[src/design/pmcs_pkg.sv]
/*
  constants, register map, reset values and state codes for the power
  control and start-up sequencer.
  assumes a 10 MHz pclk; the 32 kHz timing ticks and the switching
  phase pulse are all derived from it as one-cycle enables.
*/
// Overview of operation
// - request high, supply good: turn on, flag
// - turn-on event moves off mode to sequencing
// - host reset is open-drain, active low
// - release host reset 2.0 ms after last enable
// - host reset reasserted only on turn-off
// - reset release purely timer based
// - unmasked fault pulls interrupt pin low
// - interrupt holds until software writes one
// - select high: card regulator lower range
// - select low: card regulator higher range
// - invalid io supply forces select high
// - fixed slots 1..5 or off, step selectable
// - sequence timing from trimmed 32 kHz tick
// - untrimmed tick on low supply or all-pfm
// - accurate timing uses divided trimmed clock
// - on-mode debounce uses trimmed derived tick
// - request and low-input debounce use untrimmed
// - switching phase derived from trimmed clock
package pmcs_pkg;
  localparam int CLK_HZ = 10_000_000;
  localparam int TICK_HZ = 32_768;
  localparam int TICK_DIV = CLK_HZ / TICK_HZ;
  localparam int UNTRIM_DIV = CLK_HZ / TICK_HZ;
  localparam int SW_HZ = 2_000_000;
  localparam int SW_DIV = CLK_HZ / SW_HZ;
  localparam int STEP_LONG_US = 2000;
  localparam int STEP_SHORT_US = 500;
  localparam int RST_DELAY_US = 2000;
  localparam int DEBOUNCE_US = 122;
  localparam int STEP_LONG_TICKS = (STEP_LONG_US * TICK_HZ + 999_999) / 1_000_000;
  localparam int STEP_SHORT_TICKS = (STEP_SHORT_US * TICK_HZ + 999_999) / 1_000_000;
  localparam int RST_DELAY_TICKS = (RST_DELAY_US * TICK_HZ + 999_999) / 1_000_000;
  localparam int DEBOUNCE_TICKS = (DEBOUNCE_US * TICK_HZ) / 1_000_000;
  localparam int NREG = 9;
  localparam int NFAULT = 4;
  localparam int SLOT_W = 3;
  localparam logic [2:0] MAX_SLOT = 3'h5;
  // register byte offsets
  localparam logic [7:0] OFF_CTRL = 8'h00;
  localparam logic [7:0] OFF_SEQ = 8'h04;
  localparam logic [7:0] OFF_PFM = 8'h08;
  localparam logic [7:0] OFF_FLAGS = 8'h0c;
  localparam logic [7:0] OFF_MASK = 8'h10;
  localparam logic [7:0] OFF_STATUS = 8'h14;
  localparam logic [7:0] OFF_ENABLES = 8'h18;
  // reset values: slots sw1,sw2,sw3,ldo1..4,v33,card from index 0 upward
  localparam logic [26:0] SEQ_RST =
    {3'h4, 3'h3, 3'h3, 3'h3, 3'h4, 3'h4, 3'h5, 3'h2, 3'h1};
  localparam logic [0:0] CTRL_RST = 1'h0;
  localparam logic [8:0] PFM_RST = 9'h000;
  localparam logic [5:0] MASK_RST = 6'h00;
  // flag bit positions
  localparam int FLG_TURN_ON = 0;
  localparam int FLG_LOW_IN = 1;
  localparam int FLG_FAULT0 = 2;
  // status bit positions
  localparam int ST_SENSE = 0;
  localparam int ST_LOW_IN = 1;
  localparam int ST_UNTRIM = 2;
  localparam int ST_CARD_LOW = 3;
  localparam int ST_RST_PIN = 4;
  localparam int ST_IRQ_PIN = 5;
  localparam int ST_STATE = 6;
  typedef enum logic [3:0] {
    PMCS_OFF = 4'b0001,
    PMCS_SEQ = 4'b0010,
    PMCS_RST = 4'b0100,
    PMCS_ON = 4'b1000
  } pmcs_state_t;
endpackage

[src/design/pmcs_core.sv]
/*
  power control and start-up sequencer with an apb register slave.
  assumes pclk at 10 MHz, asynchronous active-low presetn, and that all
  pin inputs are asynchronous; open-drain pins are split into in/out/oe.
*/
// The implementer's own choices: the placing of the registers and the APB register port.
`timescale 1ns/10ps
module pmcs_core #(
  parameter int NREG = pmcs_pkg::NREG,
  parameter int NFAULT = pmcs_pkg::NFAULT,
  parameter int TICK_DIV = pmcs_pkg::TICK_DIV,
  parameter int UNTRIM_DIV = pmcs_pkg::UNTRIM_DIV,
  parameter int SW_DIV = pmcs_pkg::SW_DIV
) (
  input wire logic pclk, // system clock
  input wire logic presetn, // async reset, active low
  input wire logic psel, // apb select
  input wire logic penable, // apb access phase
  input wire logic pwrite, // apb direction
  input wire logic [7:0] paddr, // apb byte address
  input wire logic [31:0] pwdata, // apb write data
  output logic [31:0] prdata, // apb read data
  output logic pready, // apb ready
  output logic pslverr, // apb error on unmapped
  input wire logic turn_on_request, // turn-on request pin
  input wire logic vin_above_input_undervoltage_threshold, // supply above threshold
  input wire logic card_rail_select, // card range select pin
  input wire logic io_supply_ok, // io supply valid
  input wire logic [NFAULT-1:0] fault_in, // fault detector levels
  input wire logic host_reset_out_n_i, // reset pin level
  output logic host_reset_out_n_o, // reset pin drive value
  output logic host_reset_out_n_oe, // reset pin pulled low
  input wire logic fault_irq_out_n_i, // irq pin level
  output logic fault_irq_out_n_o, // irq pin drive value
  output logic fault_irq_out_n_oe, // irq pin pulled low
  output logic [NREG-1:0] reg_enable, // regulator enables
  output logic card_low_range, // card regulator lower range
  output logic osc_untrimmed_sel, // untrimmed oscillator in use
  output logic sw_phase_pulse // switching phase pulse
);
  localparam int NDEB = NFAULT + 2;
  localparam int NSYNC = NFAULT + 6;

  typedef logic [2:0] pmcs_slot_t;

  // slot of regulator i in a packed slot word
  function automatic pmcs_slot_t pmcs_slot_of(input logic [26:0] cfg, input int i);
    pmcs_slot_t s;
    s = cfg[i*3 +: 3];
    if (s > pmcs_pkg::MAX_SLOT) begin
      s = 3'h0;
    end
    return s;
  endfunction

  // highest slot used, zero when all are off
  function automatic pmcs_slot_t pmcs_last_slot(input logic [26:0] cfg);
    pmcs_slot_t m;
    m = 3'h0;
    for (int i = 0; i < NREG; i++) begin
      if (pmcs_slot_of(cfg, i) > m) begin
        m = pmcs_slot_of(cfg, i);
      end
    end
    return m;
  endfunction

  logic [NSYNC-1:0] sync1_reg;
  logic [NSYNC-1:0] sync2_reg;
  logic [15:0] tdiv_reg;
  logic [15:0] udiv_reg;
  logic [7:0] sdiv_reg;
  logic trim_tick_reg;
  logic raw_tick_reg;
  logic [NDEB-1:0] deb_reg;
  logic [NDEB-1:0] deb_d_reg;
  logic [2:0] deb_cnt_reg [NDEB];
  logic [0:0] ctrl_reg;
  logic [26:0] seq_reg;
  logic [26:0] seq_cfg_reg;
  logic [8:0] pfm_reg;
  logic [NDEB-1:0] flags_reg;
  logic [NDEB-1:0] mask_reg;
  pmcs_pkg::pmcs_state_t state_reg;
  pmcs_slot_t slot_reg;
  logic [7:0] tcnt_reg;
  logic [NREG-1:0] en_reg;
  logic prdy_reg;
  logic perr_reg;
  logic [31:0] rdata_reg;
  logic card_low_reg;
  logic untrim_reg;
  logic sw_pulse_reg;
  logic rst_oe_reg;
  logic irq_oe_reg;

  // named views of the synchronised pins
  logic s_on, s_vin, s_card, s_io, s_rst_pin, s_irq_pin;
  logic [NFAULT-1:0] s_fault;
  assign s_on = sync2_reg[0];
  assign s_vin = sync2_reg[1];
  assign s_card = sync2_reg[2];
  assign s_io = sync2_reg[3];
  assign s_rst_pin = sync2_reg[4];
  assign s_irq_pin = sync2_reg[5];
  assign s_fault = sync2_reg[NSYNC-1:6];

  // two-flop synchroniser for every pin input
  always_ff @(posedge pclk or negedge presetn) begin
    if (!presetn) begin
      sync1_reg <= '0;
      sync2_reg <= '0;
    end else begin
      sync1_reg <= {fault_in, fault_irq_out_n_i, host_reset_out_n_i,
                    io_supply_ok, card_rail_select, vin_above_input_undervoltage_threshold, turn_on_request};
      sync2_reg <= sync1_reg;
    end
  end

  // untrimmed source selection
  logic untrim_next;
  assign untrim_next = !s_vin || (&pfm_reg);

  always_ff @(posedge pclk or negedge presetn) begin
    if (!presetn) begin
      untrim_reg <= 1'b1;
    end else begin
      untrim_reg <= untrim_next;
    end
  end

  // trimmed 32 kHz tick divided from the accurate clock
  always_ff @(posedge pclk or negedge presetn) begin
    if (!presetn) begin
      tdiv_reg <= '0;
      trim_tick_reg <= 1'b0;
    end else if (tdiv_reg == 16'(TICK_DIV - 1)) begin
      tdiv_reg <= '0;
      trim_tick_reg <= 1'b1;
    end else begin
      tdiv_reg <= tdiv_reg + 16'h0001;
      trim_tick_reg <= 1'b0;
    end
  end

  // free-running untrimmed 32 kHz tick
  always_ff @(posedge pclk or negedge presetn) begin
    if (!presetn) begin
      udiv_reg <= '0;
      raw_tick_reg <= 1'b0;
    end else if (udiv_reg == 16'(UNTRIM_DIV - 1)) begin
      udiv_reg <= '0;
      raw_tick_reg <= 1'b1;
    end else begin
      udiv_reg <= udiv_reg + 16'h0001;
      raw_tick_reg <= 1'b0;
    end
  end

  // per-input debounce tick: request and low input always untrimmed
  logic [NDEB-1:0] deb_raw;
  logic [NDEB-1:0] deb_tick;
  logic fault_tick;
  assign fault_tick = (state_reg == pmcs_pkg::PMCS_ON && !untrim_reg) ?
                      trim_tick_reg : raw_tick_reg;
  assign deb_raw = {s_fault, !s_vin, s_on};
  assign deb_tick = {{NFAULT{fault_tick}}, raw_tick_reg, raw_tick_reg};

  // debounce filters
  always_ff @(posedge pclk or negedge presetn) begin
    if (!presetn) begin
      deb_reg <= '0;
      deb_d_reg <= '0;
      for (int i = 0; i < NDEB; i++) begin
        deb_cnt_reg[i] <= 3'h0;
      end
    end else begin
      deb_d_reg <= deb_reg;
      for (int i = 0; i < NDEB; i++) begin
        if (deb_raw[i] == deb_reg[i]) begin
          deb_cnt_reg[i] <= 3'h0;
        end else if (deb_tick[i]) begin
          if (deb_cnt_reg[i] == 3'(pmcs_pkg::DEBOUNCE_TICKS - 1)) begin
            deb_reg[i] <= deb_raw[i];
            deb_cnt_reg[i] <= 3'h0;
          end else begin
            deb_cnt_reg[i] <= deb_cnt_reg[i] + 3'h1;
          end
        end
      end
    end
  end

  // turn-on and turn-off events
  logic turn_on_evt, turn_off_evt;
  logic [7:0] step_len;
  pmcs_slot_t last_slot;
  assign turn_on_evt = state_reg == pmcs_pkg::PMCS_OFF && deb_reg[0] && s_vin;
  assign turn_off_evt = state_reg != pmcs_pkg::PMCS_OFF && (!deb_reg[0] || !s_vin);
  assign step_len = ctrl_reg[0] ? 8'(pmcs_pkg::STEP_SHORT_TICKS) :
                    8'(pmcs_pkg::STEP_LONG_TICKS);
  assign last_slot = pmcs_last_slot(seq_cfg_reg);

  // sequencer: slots, reset release delay, off on turn-off
  always_ff @(posedge pclk or negedge presetn) begin
    if (!presetn) begin
      state_reg <= pmcs_pkg::PMCS_OFF;
      slot_reg <= 3'h0;
      tcnt_reg <= 8'h00;
      seq_cfg_reg <= pmcs_pkg::SEQ_RST;
    end else if (turn_off_evt) begin
      state_reg <= pmcs_pkg::PMCS_OFF;
      slot_reg <= 3'h0;
      tcnt_reg <= 8'h00;
    end else begin
      case (state_reg)
        pmcs_pkg::PMCS_OFF: begin
          if (turn_on_evt) begin
            state_reg <= pmcs_pkg::PMCS_SEQ;
            seq_cfg_reg <= seq_reg;
            slot_reg <= 3'h0;
            tcnt_reg <= 8'h00;
          end
        end
        pmcs_pkg::PMCS_SEQ: begin
          if (slot_reg >= last_slot) begin
            state_reg <= pmcs_pkg::PMCS_RST;
            tcnt_reg <= 8'h00;
          end else if (trim_tick_reg) begin
            if (tcnt_reg == step_len - 8'h01) begin
              tcnt_reg <= 8'h00;
              slot_reg <= slot_reg + 3'h1;
            end else begin
              tcnt_reg <= tcnt_reg + 8'h01;
            end
          end
        end
        pmcs_pkg::PMCS_RST: begin
          if (trim_tick_reg) begin
            if (tcnt_reg == 8'(pmcs_pkg::RST_DELAY_TICKS - 1)) begin
              state_reg <= pmcs_pkg::PMCS_ON;
            end else begin
              tcnt_reg <= tcnt_reg + 8'h01;
            end
          end
        end
        pmcs_pkg::PMCS_ON: begin
          state_reg <= pmcs_pkg::PMCS_ON;
        end
        default: begin
          state_reg <= pmcs_pkg::PMCS_OFF;
        end
      endcase
    end
  end

  // regulator enables by slot, off slots stay disabled
  logic [NREG-1:0] en_next;
  always_comb begin
    en_next = '0;
    for (int i = 0; i < NREG; i++) begin
      en_next[i] = state_reg != pmcs_pkg::PMCS_OFF && !turn_off_evt &&
                   pmcs_slot_of(seq_cfg_reg, i) != 3'h0 &&
                   pmcs_slot_of(seq_cfg_reg, i) <= slot_reg;
    end
  end

  always_ff @(posedge pclk or negedge presetn) begin
    if (!presetn) begin
      en_reg <= '0;
    end else begin
      en_reg <= en_next;
    end
  end

  // host reset pulled low outside on mode
  always_ff @(posedge pclk or negedge presetn) begin
    if (!presetn) begin
      rst_oe_reg <= 1'b1;
    end else begin
      rst_oe_reg <= state_reg != pmcs_pkg::PMCS_ON || turn_off_evt;
    end
  end

  // card range, invalid io supply reads as high
  always_ff @(posedge pclk or negedge presetn) begin
    if (!presetn) begin
      card_low_reg <= 1'b1;
    end else begin
      card_low_reg <= s_card || !s_io;
    end
  end

  // switching phase from the accurate clock while rails run
  always_ff @(posedge pclk or negedge presetn) begin
    if (!presetn) begin
      sdiv_reg <= 8'h00;
      sw_pulse_reg <= 1'b0;
    end else if (en_reg == '0) begin
      sdiv_reg <= 8'h00;
      sw_pulse_reg <= 1'b0;
    end else if (sdiv_reg == 8'(SW_DIV - 1)) begin
      sdiv_reg <= 8'h00;
      sw_pulse_reg <= 1'b1;
    end else begin
      sdiv_reg <= sdiv_reg + 8'h01;
      sw_pulse_reg <= 1'b0;
    end
  end

  // apb decode
  logic setup_ph, wr_en;
  logic [NDEB-1:0] flag_set, flag_clr;
  assign setup_ph = psel && !penable;
  assign wr_en = psel && penable && prdy_reg && pwrite;
  assign flag_set = {deb_reg[NDEB-1:2] & ~deb_d_reg[NDEB-1:2],
                     deb_reg[1] & !deb_d_reg[1], turn_on_evt};
  assign flag_clr = (wr_en && paddr == pmcs_pkg::OFF_FLAGS) ?
                    pwdata[NDEB-1:0] : '0;

  // sticky flags: set beats a simultaneous write-one clear
  always_ff @(posedge pclk or negedge presetn) begin
    if (!presetn) begin
      flags_reg <= '0;
    end else begin
      flags_reg <= (flags_reg & ~flag_clr) | flag_set;
    end
  end

  // interrupt pin pulled low while any unmasked flag stands
  always_ff @(posedge pclk or negedge presetn) begin
    if (!presetn) begin
      irq_oe_reg <= 1'b0;
    end else begin
      irq_oe_reg <= |(flags_reg & ~mask_reg);
    end
  end

  // writable control registers
  always_ff @(posedge pclk or negedge presetn) begin
    if (!presetn) begin
      ctrl_reg <= pmcs_pkg::CTRL_RST;
      seq_reg <= pmcs_pkg::SEQ_RST;
      pfm_reg <= pmcs_pkg::PFM_RST;
      mask_reg <= NDEB'(pmcs_pkg::MASK_RST);
    end else if (wr_en) begin
      case (paddr)
        pmcs_pkg::OFF_CTRL: ctrl_reg <= pwdata[0:0];
        pmcs_pkg::OFF_SEQ: seq_reg <= pwdata[26:0];
        pmcs_pkg::OFF_PFM: pfm_reg <= pwdata[8:0];
        pmcs_pkg::OFF_MASK: mask_reg <= pwdata[NDEB-1:0];
        default: begin
        end
      endcase
    end
  end

  // read mux
  logic [31:0] rd_val;
  logic rd_err;
  always_comb begin
    rd_val = 32'h0000_0000;
    rd_err = 1'b0;
    case (paddr)
      pmcs_pkg::OFF_CTRL: rd_val[0] = ctrl_reg[0];
      pmcs_pkg::OFF_SEQ: rd_val[26:0] = seq_reg;
      pmcs_pkg::OFF_PFM: rd_val[8:0] = pfm_reg;
      pmcs_pkg::OFF_FLAGS: rd_val[NDEB-1:0] = flags_reg;
      pmcs_pkg::OFF_MASK: rd_val[NDEB-1:0] = mask_reg;
      pmcs_pkg::OFF_STATUS: begin
        rd_val[pmcs_pkg::ST_SENSE] = deb_reg[0];
        rd_val[pmcs_pkg::ST_LOW_IN] = deb_reg[1];
        rd_val[pmcs_pkg::ST_UNTRIM] = untrim_reg;
        rd_val[pmcs_pkg::ST_CARD_LOW] = card_low_reg;
        rd_val[pmcs_pkg::ST_RST_PIN] = s_rst_pin;
        rd_val[pmcs_pkg::ST_IRQ_PIN] = s_irq_pin;
        rd_val[pmcs_pkg::ST_STATE +: 4] = state_reg;
      end
      pmcs_pkg::OFF_ENABLES: rd_val[NREG-1:0] = en_reg;
      default: rd_err = 1'b1;
    endcase
  end

  // apb answer: captured in setup, ready in the first access cycle
  always_ff @(posedge pclk or negedge presetn) begin
    if (!presetn) begin
      prdy_reg <= 1'b0;
      perr_reg <= 1'b0;
      rdata_reg <= 32'h0000_0000;
    end else if (setup_ph) begin
      prdy_reg <= 1'b1;
      perr_reg <= rd_err;
      rdata_reg <= pwrite ? 32'h0000_0000 : rd_val;
    end else begin
      prdy_reg <= 1'b0;
      perr_reg <= 1'b0;
    end
  end

  // outputs straight from flops; open drain only ever drives low
  assign prdata = rdata_reg;
  assign pready = prdy_reg;
  assign pslverr = perr_reg;
  assign host_reset_out_n_o = 1'b0;
  assign host_reset_out_n_oe = rst_oe_reg;
  assign fault_irq_out_n_o = 1'b0;
  assign fault_irq_out_n_oe = irq_oe_reg;
  assign reg_enable = en_reg;
  assign card_low_range = card_low_reg;
  assign osc_untrimmed_sel = untrim_reg;
  assign sw_phase_pulse = sw_pulse_reg;
endmodule

[config.mk]
export PLATFORM = sky130hd
export DESIGN_NAME = pmcs_core
export DESIGN_NICKNAME = d
export VERILOG_FILES = /design/src/design/pmcs_pkg.sv /design/src/design/pmcs_core.sv
export SDC_FILE = /design/constraint.sdc
export NUM_CORES = 1
export LEC_CHECK = 0
export BUFFER_PORTS_ARGS = -buffer_cell sky130_fd_sc_hd__buf_4
export CAP_MARGIN = 20
export CORE_ASPECT_RATIO = 1.2
export CORE_UTILIZATION = 30
export DETAILED_ROUTE_END_ITERATION = 6
export GPL_TIMING_DRIVEN = 0
export PLACE_DENSITY = 0.5
export SYNTH_ARGS = -nofsm -noshare
export SYNTH_HDL_FRONTEND = slang
export SYNTH_SLANG_ARGS = --single-unit
[constraint.sdc]
create_clock -name pclk -period 10.2 [get_ports pclk]
set_clock_uncertainty 0.05 [all_clocks]
set_input_delay 2.55 -clock pclk [delete_from_list [all_inputs] [get_ports pclk]]
set_output_delay 2.55 -clock pclk [all_outputs]
set_load 0.01 [all_outputs]
# Word-level counts from Yosys, hierarchy flattened

Cells that the tools add are included.

Output and inout bits: 50
Input port bits: 55
Logic and storage cells: 282
Register bits: 231

Add/sub/neg operators: 12
Equality and inequality tests: 38
Reductions and logical operators: 75
Magnitude comparators: 28
Bitwise logic cells: 15
Mux-type cells: 76

Operators by type and width:

| kind                    | number |
|---|---|
| $mux W3                 | 41 |
| $mux W8                 | 9 |
| $add A16 B1 Y16 const B | 2 |
| $eq A16 B9 Y1 const B   | 2 |
| $mux W16                | 2 |
| $pmux W5 S6             | 1 |
| $reduce_bool A3 Y1      | 10 |
| $logic_and A1 B1 Y1     | 28 |
| $gt A3 B3 Y1 const B    | 9 |
| $le A3 B3 Y1            | 9 |
| $mux W27                | 1 |
| $eq A8 B5 Y1 const B    | 3 |
| $gt A3 B3 Y1            | 8 |
| $ne A3 B3 Y1 const B    | 8 |
| $pmux W8 S3             | 1 |
| $add A3 B1 Y3 const B   | 7 |
| $reduce_and A3 Y1       | 7 |
| $mux W4                 | 5 |
| $eq A3 B2 Y1 const B    | 6 |
| $mux W17                | 1 |
| $add A8 B1 Y8 const B   | 2 |
| $eq A8 B3 Y1 const B    | 2 |
| $eq A8 B4 Y1 const B    | 2 |
| $pmux W4 S4             | 1 |
| other kinds (38)        | 77 |

# Depth between registers and ports, before layout

Word-level depth: 24
Mapped depth: 61
Mapped depth without buffers: 60

# Worst setup path after synthesis

Ideal clock, no wire load.

Path type: register -> register
From: register seq_cfg_reg[4]
To: register tcnt_reg[5]
Buffers on the path: 1
Clock period less this slack: 10,760 ps
Stages on the path, launching flop included: 59
Library setup time: 92 ps
Slack: -560 ps
Data arrival time: 10,618 ps
Data required time: 10,058 ps
Cell sequence: dfstp_2 nand2_1 nand2_1 ha_1 nor2_1 o211ai_1 a31o_2 nand2_1 ha_1 and3b_1 o21ai_0 mux2i_1 inv_1 ha_1 nand2_1 o21ai_0 nand2_1 a21oi_1 [... 23 more ...] nand2_1 nor2_1 a21oi_1 ha_1 nor2b_1 o21a_1 or2_2 a21oi_1 o21ai_0 o21ai_0 ha_1 nand2b_1 a21oi_1 o221ai_2 a21o_1 or2_1 buf_6 o31ai_2

Cells in the longest elaborated chain, start to end: 22
Elaborated cells between the ends (all ways): 24
Those cells by class: 10 x order compare; 1 x eq/ne; 12 x mux; 1 x reduce/logical

RTL lines:

| element                | line             | text |
|---|---|---|
| from (decl)            | pmcs_core.sv:80  | `logic [26:0] seq_cfg_reg;` |
| from (signal assigned) | pmcs_core.sv:210 | `seq_cfg_reg <= pmcs_pkg::SEQ_RST;` |
| from (signal assigned) | pmcs_core.sv:220 | `seq_cfg_reg <= seq_reg;` |
| $gt A3 B3 Y1           | pmcs_core.sv:50  | `if (s > pmcs_pkg::MAX_SLOT) begin` |
| $mux W3 (*)            | pmcs_core.sv:50  |  |
| $gt A3 B3 Y1           | pmcs_core.sv:61  | `if (pmcs_slot_of(cfg, i) > m) begin` |
| $mux W3 (*)            | pmcs_core.sv:61  |  |
| $gt A3 B3 Y1           | pmcs_core.sv:61  |  |
| $mux W3 (*)            | pmcs_core.sv:61  |  |
| $gt A3 B3 Y1           | pmcs_core.sv:61  |  |
| $mux W3 (*)            | pmcs_core.sv:61  |  |
| [... 6 more ...]       | --               |  |
| $gt A3 B3 Y1           | pmcs_core.sv:61  |  |
| $mux W3 (*)            | pmcs_core.sv:61  |  |
| $gt A3 B3 Y1           | pmcs_core.sv:61  |  |
| $mux W3 (*)            | pmcs_core.sv:61  |  |
| $ge A3 B3 Y1 (*)       | pmcs_core.sv:226 | `if (slot_reg >= last_slot) begin` |
| $mux W8                | pmcs_core.sv:226 |  |
| $pmux W8 S3            | pmcs_core.sv:216 | `case (state_reg)` |
| $mux W8                | pmcs_core.sv:211 | `end else if (turn_off_evt) begin` |
| to (signal assigned)   | pmcs_core.sv:234 | `tcnt_reg <= tcnt_reg + 8'h01;` |
| to (signal assigned)   | pmcs_core.sv:243 | `tcnt_reg <= tcnt_reg + 8'h01;` |
| to (decl)              | pmcs_core.sv:86  | `logic [7:0] tcnt_reg;` |

Mark *: on every way between the ends. The rest lies on a longest branch, timed or not.
A chain may end at the register's enable or synchronous reset.

# Worst setup path in the final report

Ends and elaborated chain as after synthesis.

==> impl_metrics.tcl <==
set metrics [dict create \
    status "finished with violations" \
    violations "design-rule violations, negative setup slack" \
    yosysWarnings 0 \
    viasPerCell 4.89 \
    cts_max_path_buffers 3 \
    synth_top_family_by_area "simple AND/OR/NAND/NOR gates" \
    crit-reg2reg-launch "seq_cfg_reg[4]$_DFFE_PN1P_" \
    synthToLayoutAreaGrowth_pct 26.2 \
    first_global_vias 8618 \
    layout_min_cycle_time_ns 10.26 \
    grt_pass1_wl_um 47400 \
    hold_buffers 0 \
    hold_viol 0 \
    core-area_mm2 0.0371 \
    synthCells 1048 \
    track_usage_pct 15.4 \
    yosysSeqAreaShare_pct 49.9 \
    rsz0062_at_grt "yes" \
    synth_async_sr_flop_share_pct 100 \
    synth_adder_area_share_pct 6.59 \
    muxShareOfSynthArea_pct 8.50 \
    gp_congestion 0.806 \
    drive_gt1_share_pct 30.7 \
    cts.clk_slew.worst_paths_ns 0.06 \
    slew_headroom_pct 36.7 \
    worst_pin_slew_ns 0.941 \
    p_sw_uw 423 \
    clock-sinks 225 \
    io_buffers 90 \
    yosys_register_bits 225 \
    end_kind "flip-flop" \
    clockPowerShare_pct 49.1 \
    reg2reg_to "tcnt_reg[5]$_DFFE_PN0P_" \
    die_area_mm2 0.0386 \
    drc 4 \
    reg2reg_slack_ns -0.06 \
    drv_cap 0 \
    p_leak_uw 0.00658 \
    worst_slack_ns -0.0616 \
    synth-simple-area-share_pct 14.4 \
    grt_antenna_before_repair 3 \
    htree_levels 1 \
    place_area_mm2 0.0127 \
    ios 105 \
    place_ws_ns -1.43 \
    seq_power_share_pct 48.0 \
    crit_required_ns 10.61 \
    grt_max_degree 119 \
    die_y_um 215 \
    dp.cells 1619 \
    routed_wirelength_um 29500 \
    yosysUniqueCellTypes 72 \
    synth_compound_area_share_pct 13.3 \
    fin_crit_sh_pct 101 \
    rows 77 \
    final_cells 1713 \
    first_pass_iters 7 \
    p_comb_share_pct 2.9 \
    startpoint "seq_cfg_reg[4]$_DFFE_PN1P_" \
    critPathCapture "tcnt_reg[5]$_DFFE_PN0P_" \
    wl_per_cell_um 17.2 \
    critical_path_arrival_ns 10.68 \
    power.internal_uw 1460 \
    cp_max_fo 8 \
    power_per_cell_area_mw_per_mm2 131 \
    p_sw_share_pct 22.5 \
    finalSetupViolations 6 \
    fmax_mhz 97.5 \
    post-dp-hpwl_um 20700 \
    grt-ovfl-total 0 \
    slew_violations 0 \
    drt-initial-drc-count 452 \
    max_stage_delay_ns 0.54 \
    via_count 8373 \
    start_util_pct 30.6 \
    syn-cell-area_mm2 0.0113 \
    hold_path_class "flip-flop to flip-flop" \
    synth_xor_area_share_pct 3.63 \
    cp_slowest_cell "dfstp_2" \
    reg2reg_depth 59 \
    clock_latency_ns 0.55 \
    die_w_um 180 \
    crit_path_start_kind "flip-flop" \
    syn_area_per_cell_um2 10.8 \
    cts_tree "built" \
    peakVddDrop_uv 109 \
    finish.instance_area_mm2 0.0143 \
    drtAntennaViolNets 0 \
    cts-buffers-inserted 26 \
    cts-root-buf "clkbuf_16" \
    synth_edf_count 0 \
    nets 1332 \
    yosys_most_used_dff "dfrtp_1" \
    path_class "flip-flop to flip-flop" \
]
[worst min-delay path by stage]
| stage | start | endpoint | slack, ns | depth (start not counted) |
|---|---|---|---|---|
| floorplan | sync1_reg[0]$_DFF_PN0_ | sync2_reg[0]$_DFF_PN0_ | 0.28 | 0 |
| global placement | sync1_reg[6]$_DFF_PN0_ | sync2_reg[6]$_DFF_PN0_ | 0.28 | 0 |
| detailed placement | sync1_reg[4]$_DFF_PN0_ | sync2_reg[4]$_DFF_PN0_ | 0.28 | 0 |
| CTS | sync1_reg[8]$_DFF_PN0_ | sync2_reg[8]$_DFF_PN0_ | 0.30 | 0 |
| global route | sync1_reg[6]$_DFF_PN0_ | sync2_reg[6]$_DFF_PN0_ | 0.30 | 0 |
| finish | sync1_reg[6]$_DFF_PN0_ | sync2_reg[6]$_DFF_PN0_ | 0.30 | 0 |
[final cells by class]
cell class                 count  area, um2
fill                        3596      22800
multi-input combinational    734       5740
sequential                   225       5670
timing repair buffer         137       1060
clock buffer                  38        756
tap                          474        593
inverter                      59        221
buffer                        35        188
clock inverter                10       92.6
antenna                        1       2.50
[what timing repair did]
action	4_1_cts	5_1_grt
pin swaps	42	51
buffers inserted	31	16
gates resized for setup	48	46
gates cloned	0	0
setup endpoints to repair	15	15
[per-stage QoR]
step	hold WS [ns]	utilization (%)	TNS, ns	power, uW
after floorplan	0.281	-	0	931
after global placement	0.284	34.1	-16.26	974
after detailed placement	0.285	34.2	-18.60	976
after CTS	0.298	37.7	-1.68	1920
after global routing	0.300	38.6	-7.06	1950
final	0.296	38.6	-0.216	1880
[cell usage after synthesis, drive strengths merged (5+ instances only)]
library cell / instances / area, um2
nor2: 74 / 294
nor3: 16 / 80.1
dfrtp: 195 / 4880
nor2b: 20 / 125
nand2: 82 / 310
o21a: 7 / 52.6
nor4: 6 / 37.5
a31oi: 15 / 93.8
a21oi: 38 / 194
xor2: 16 / 140
o22ai: 5 / 31.3
a221oi: 5 / 43.8
a22o: 32 / 280
mux2: 75 / 845
ha: 59 / 738
a21o: 12 / 90.1
or2: 5 / 31.3
inv: 59 / 221
nor3b: 6 / 45.0
xnor2: 31 / 272
and3: 16 / 100
mux2i: 12 / 120
a211oi: 7 / 52.6
o31ai: 10 / 100
clkbuf: 16 / 60.1
buf: 20 / 131
a311oi: 11 / 96.3
nand2b: 26 / 163
nand4: 7 / 43.8
nand3: 42 / 210
o21ai: 35 / 175
dfstp: 30 / 788
[kinds of logic (layout without fill, tap and decap cells)]
group	count (synthesis)	in the layout
muxes	87	87
buffers and inverters	95	279
other	1	8
xor gates and xnor gates	47	47
AOI/OAI and AO/OA	210	210
adders and majority gates	60	60
and+or+nand+nor	323	323
DFF	225	225
[routing by layer]
metal  routed length [um]  share of wire, %  vias up  global-route usage, %
met4                  677               2.3        4                   4.83
li1                     -                 -     4087                      -
met2                14000                47      128                   25.7
met5                   30              0.10        -                      0
met3                 1260               4.3       47                   2.95
met1                13500                46     4107                   20.2
[power groups by stage]
stage | Sequential, uW | Clock, uW | Combinational [uW]
floorplan | 918 | 0 | 12.6
global placement | 919 | 0 | 55.2
detailed placement | 919 | 0 | 57.3
CTS | 903 | 956 | 57.5
global route | 903 | 987 | 61.8
finish | 903 | 924 | 55.0
[critical path: cells and delay by family, from the launching register on]
family,cells,cell delay [ns]
compound gates,25,4.40
simple gates,19,2.20
fa+ha+maj,9,2.06
flops,1,0.54
mux,2,0.46
buf+inv,4,0.45
[layout by cell type (no fill, tap or decap), types with 9 or more instances in the layout]
cell type | synthesis | routed
nand2b_1 | 26 | 25
buf_4 | 7 | 140
a311oi_1 | 11 | 10
o21ai_0 | 33 | 22
a21oi_2 | 1 | 9
mux2_2 | 74 | 74
nand2_1 | 81 | 74
ha_1 | 59 | 49
clkbuf_16 | 0 | 26
a31oi_1 | 15 | 13
a22o_1 | 32 | 32
a21o_1 | 12 | 12
nand3_1 | 42 | 42
nor3_1 | 16 | 15
inv_1 | 59 | 57
a21oi_1 | 37 | 27
mux2i_1 | 12 | 10
dfstp_2 | 30 | 30
xor2_1 | 16 | 16
clkbuf_1 | 16 | 21
and3_1 | 16 | 15
xnor2_1 | 31 | 31
nor2b_1 | 20 | 16
nor2_1 | 73 | 72
dfrtp_1 | 195 | 194
No activity file was read; power rests on OpenSTA's default activity.
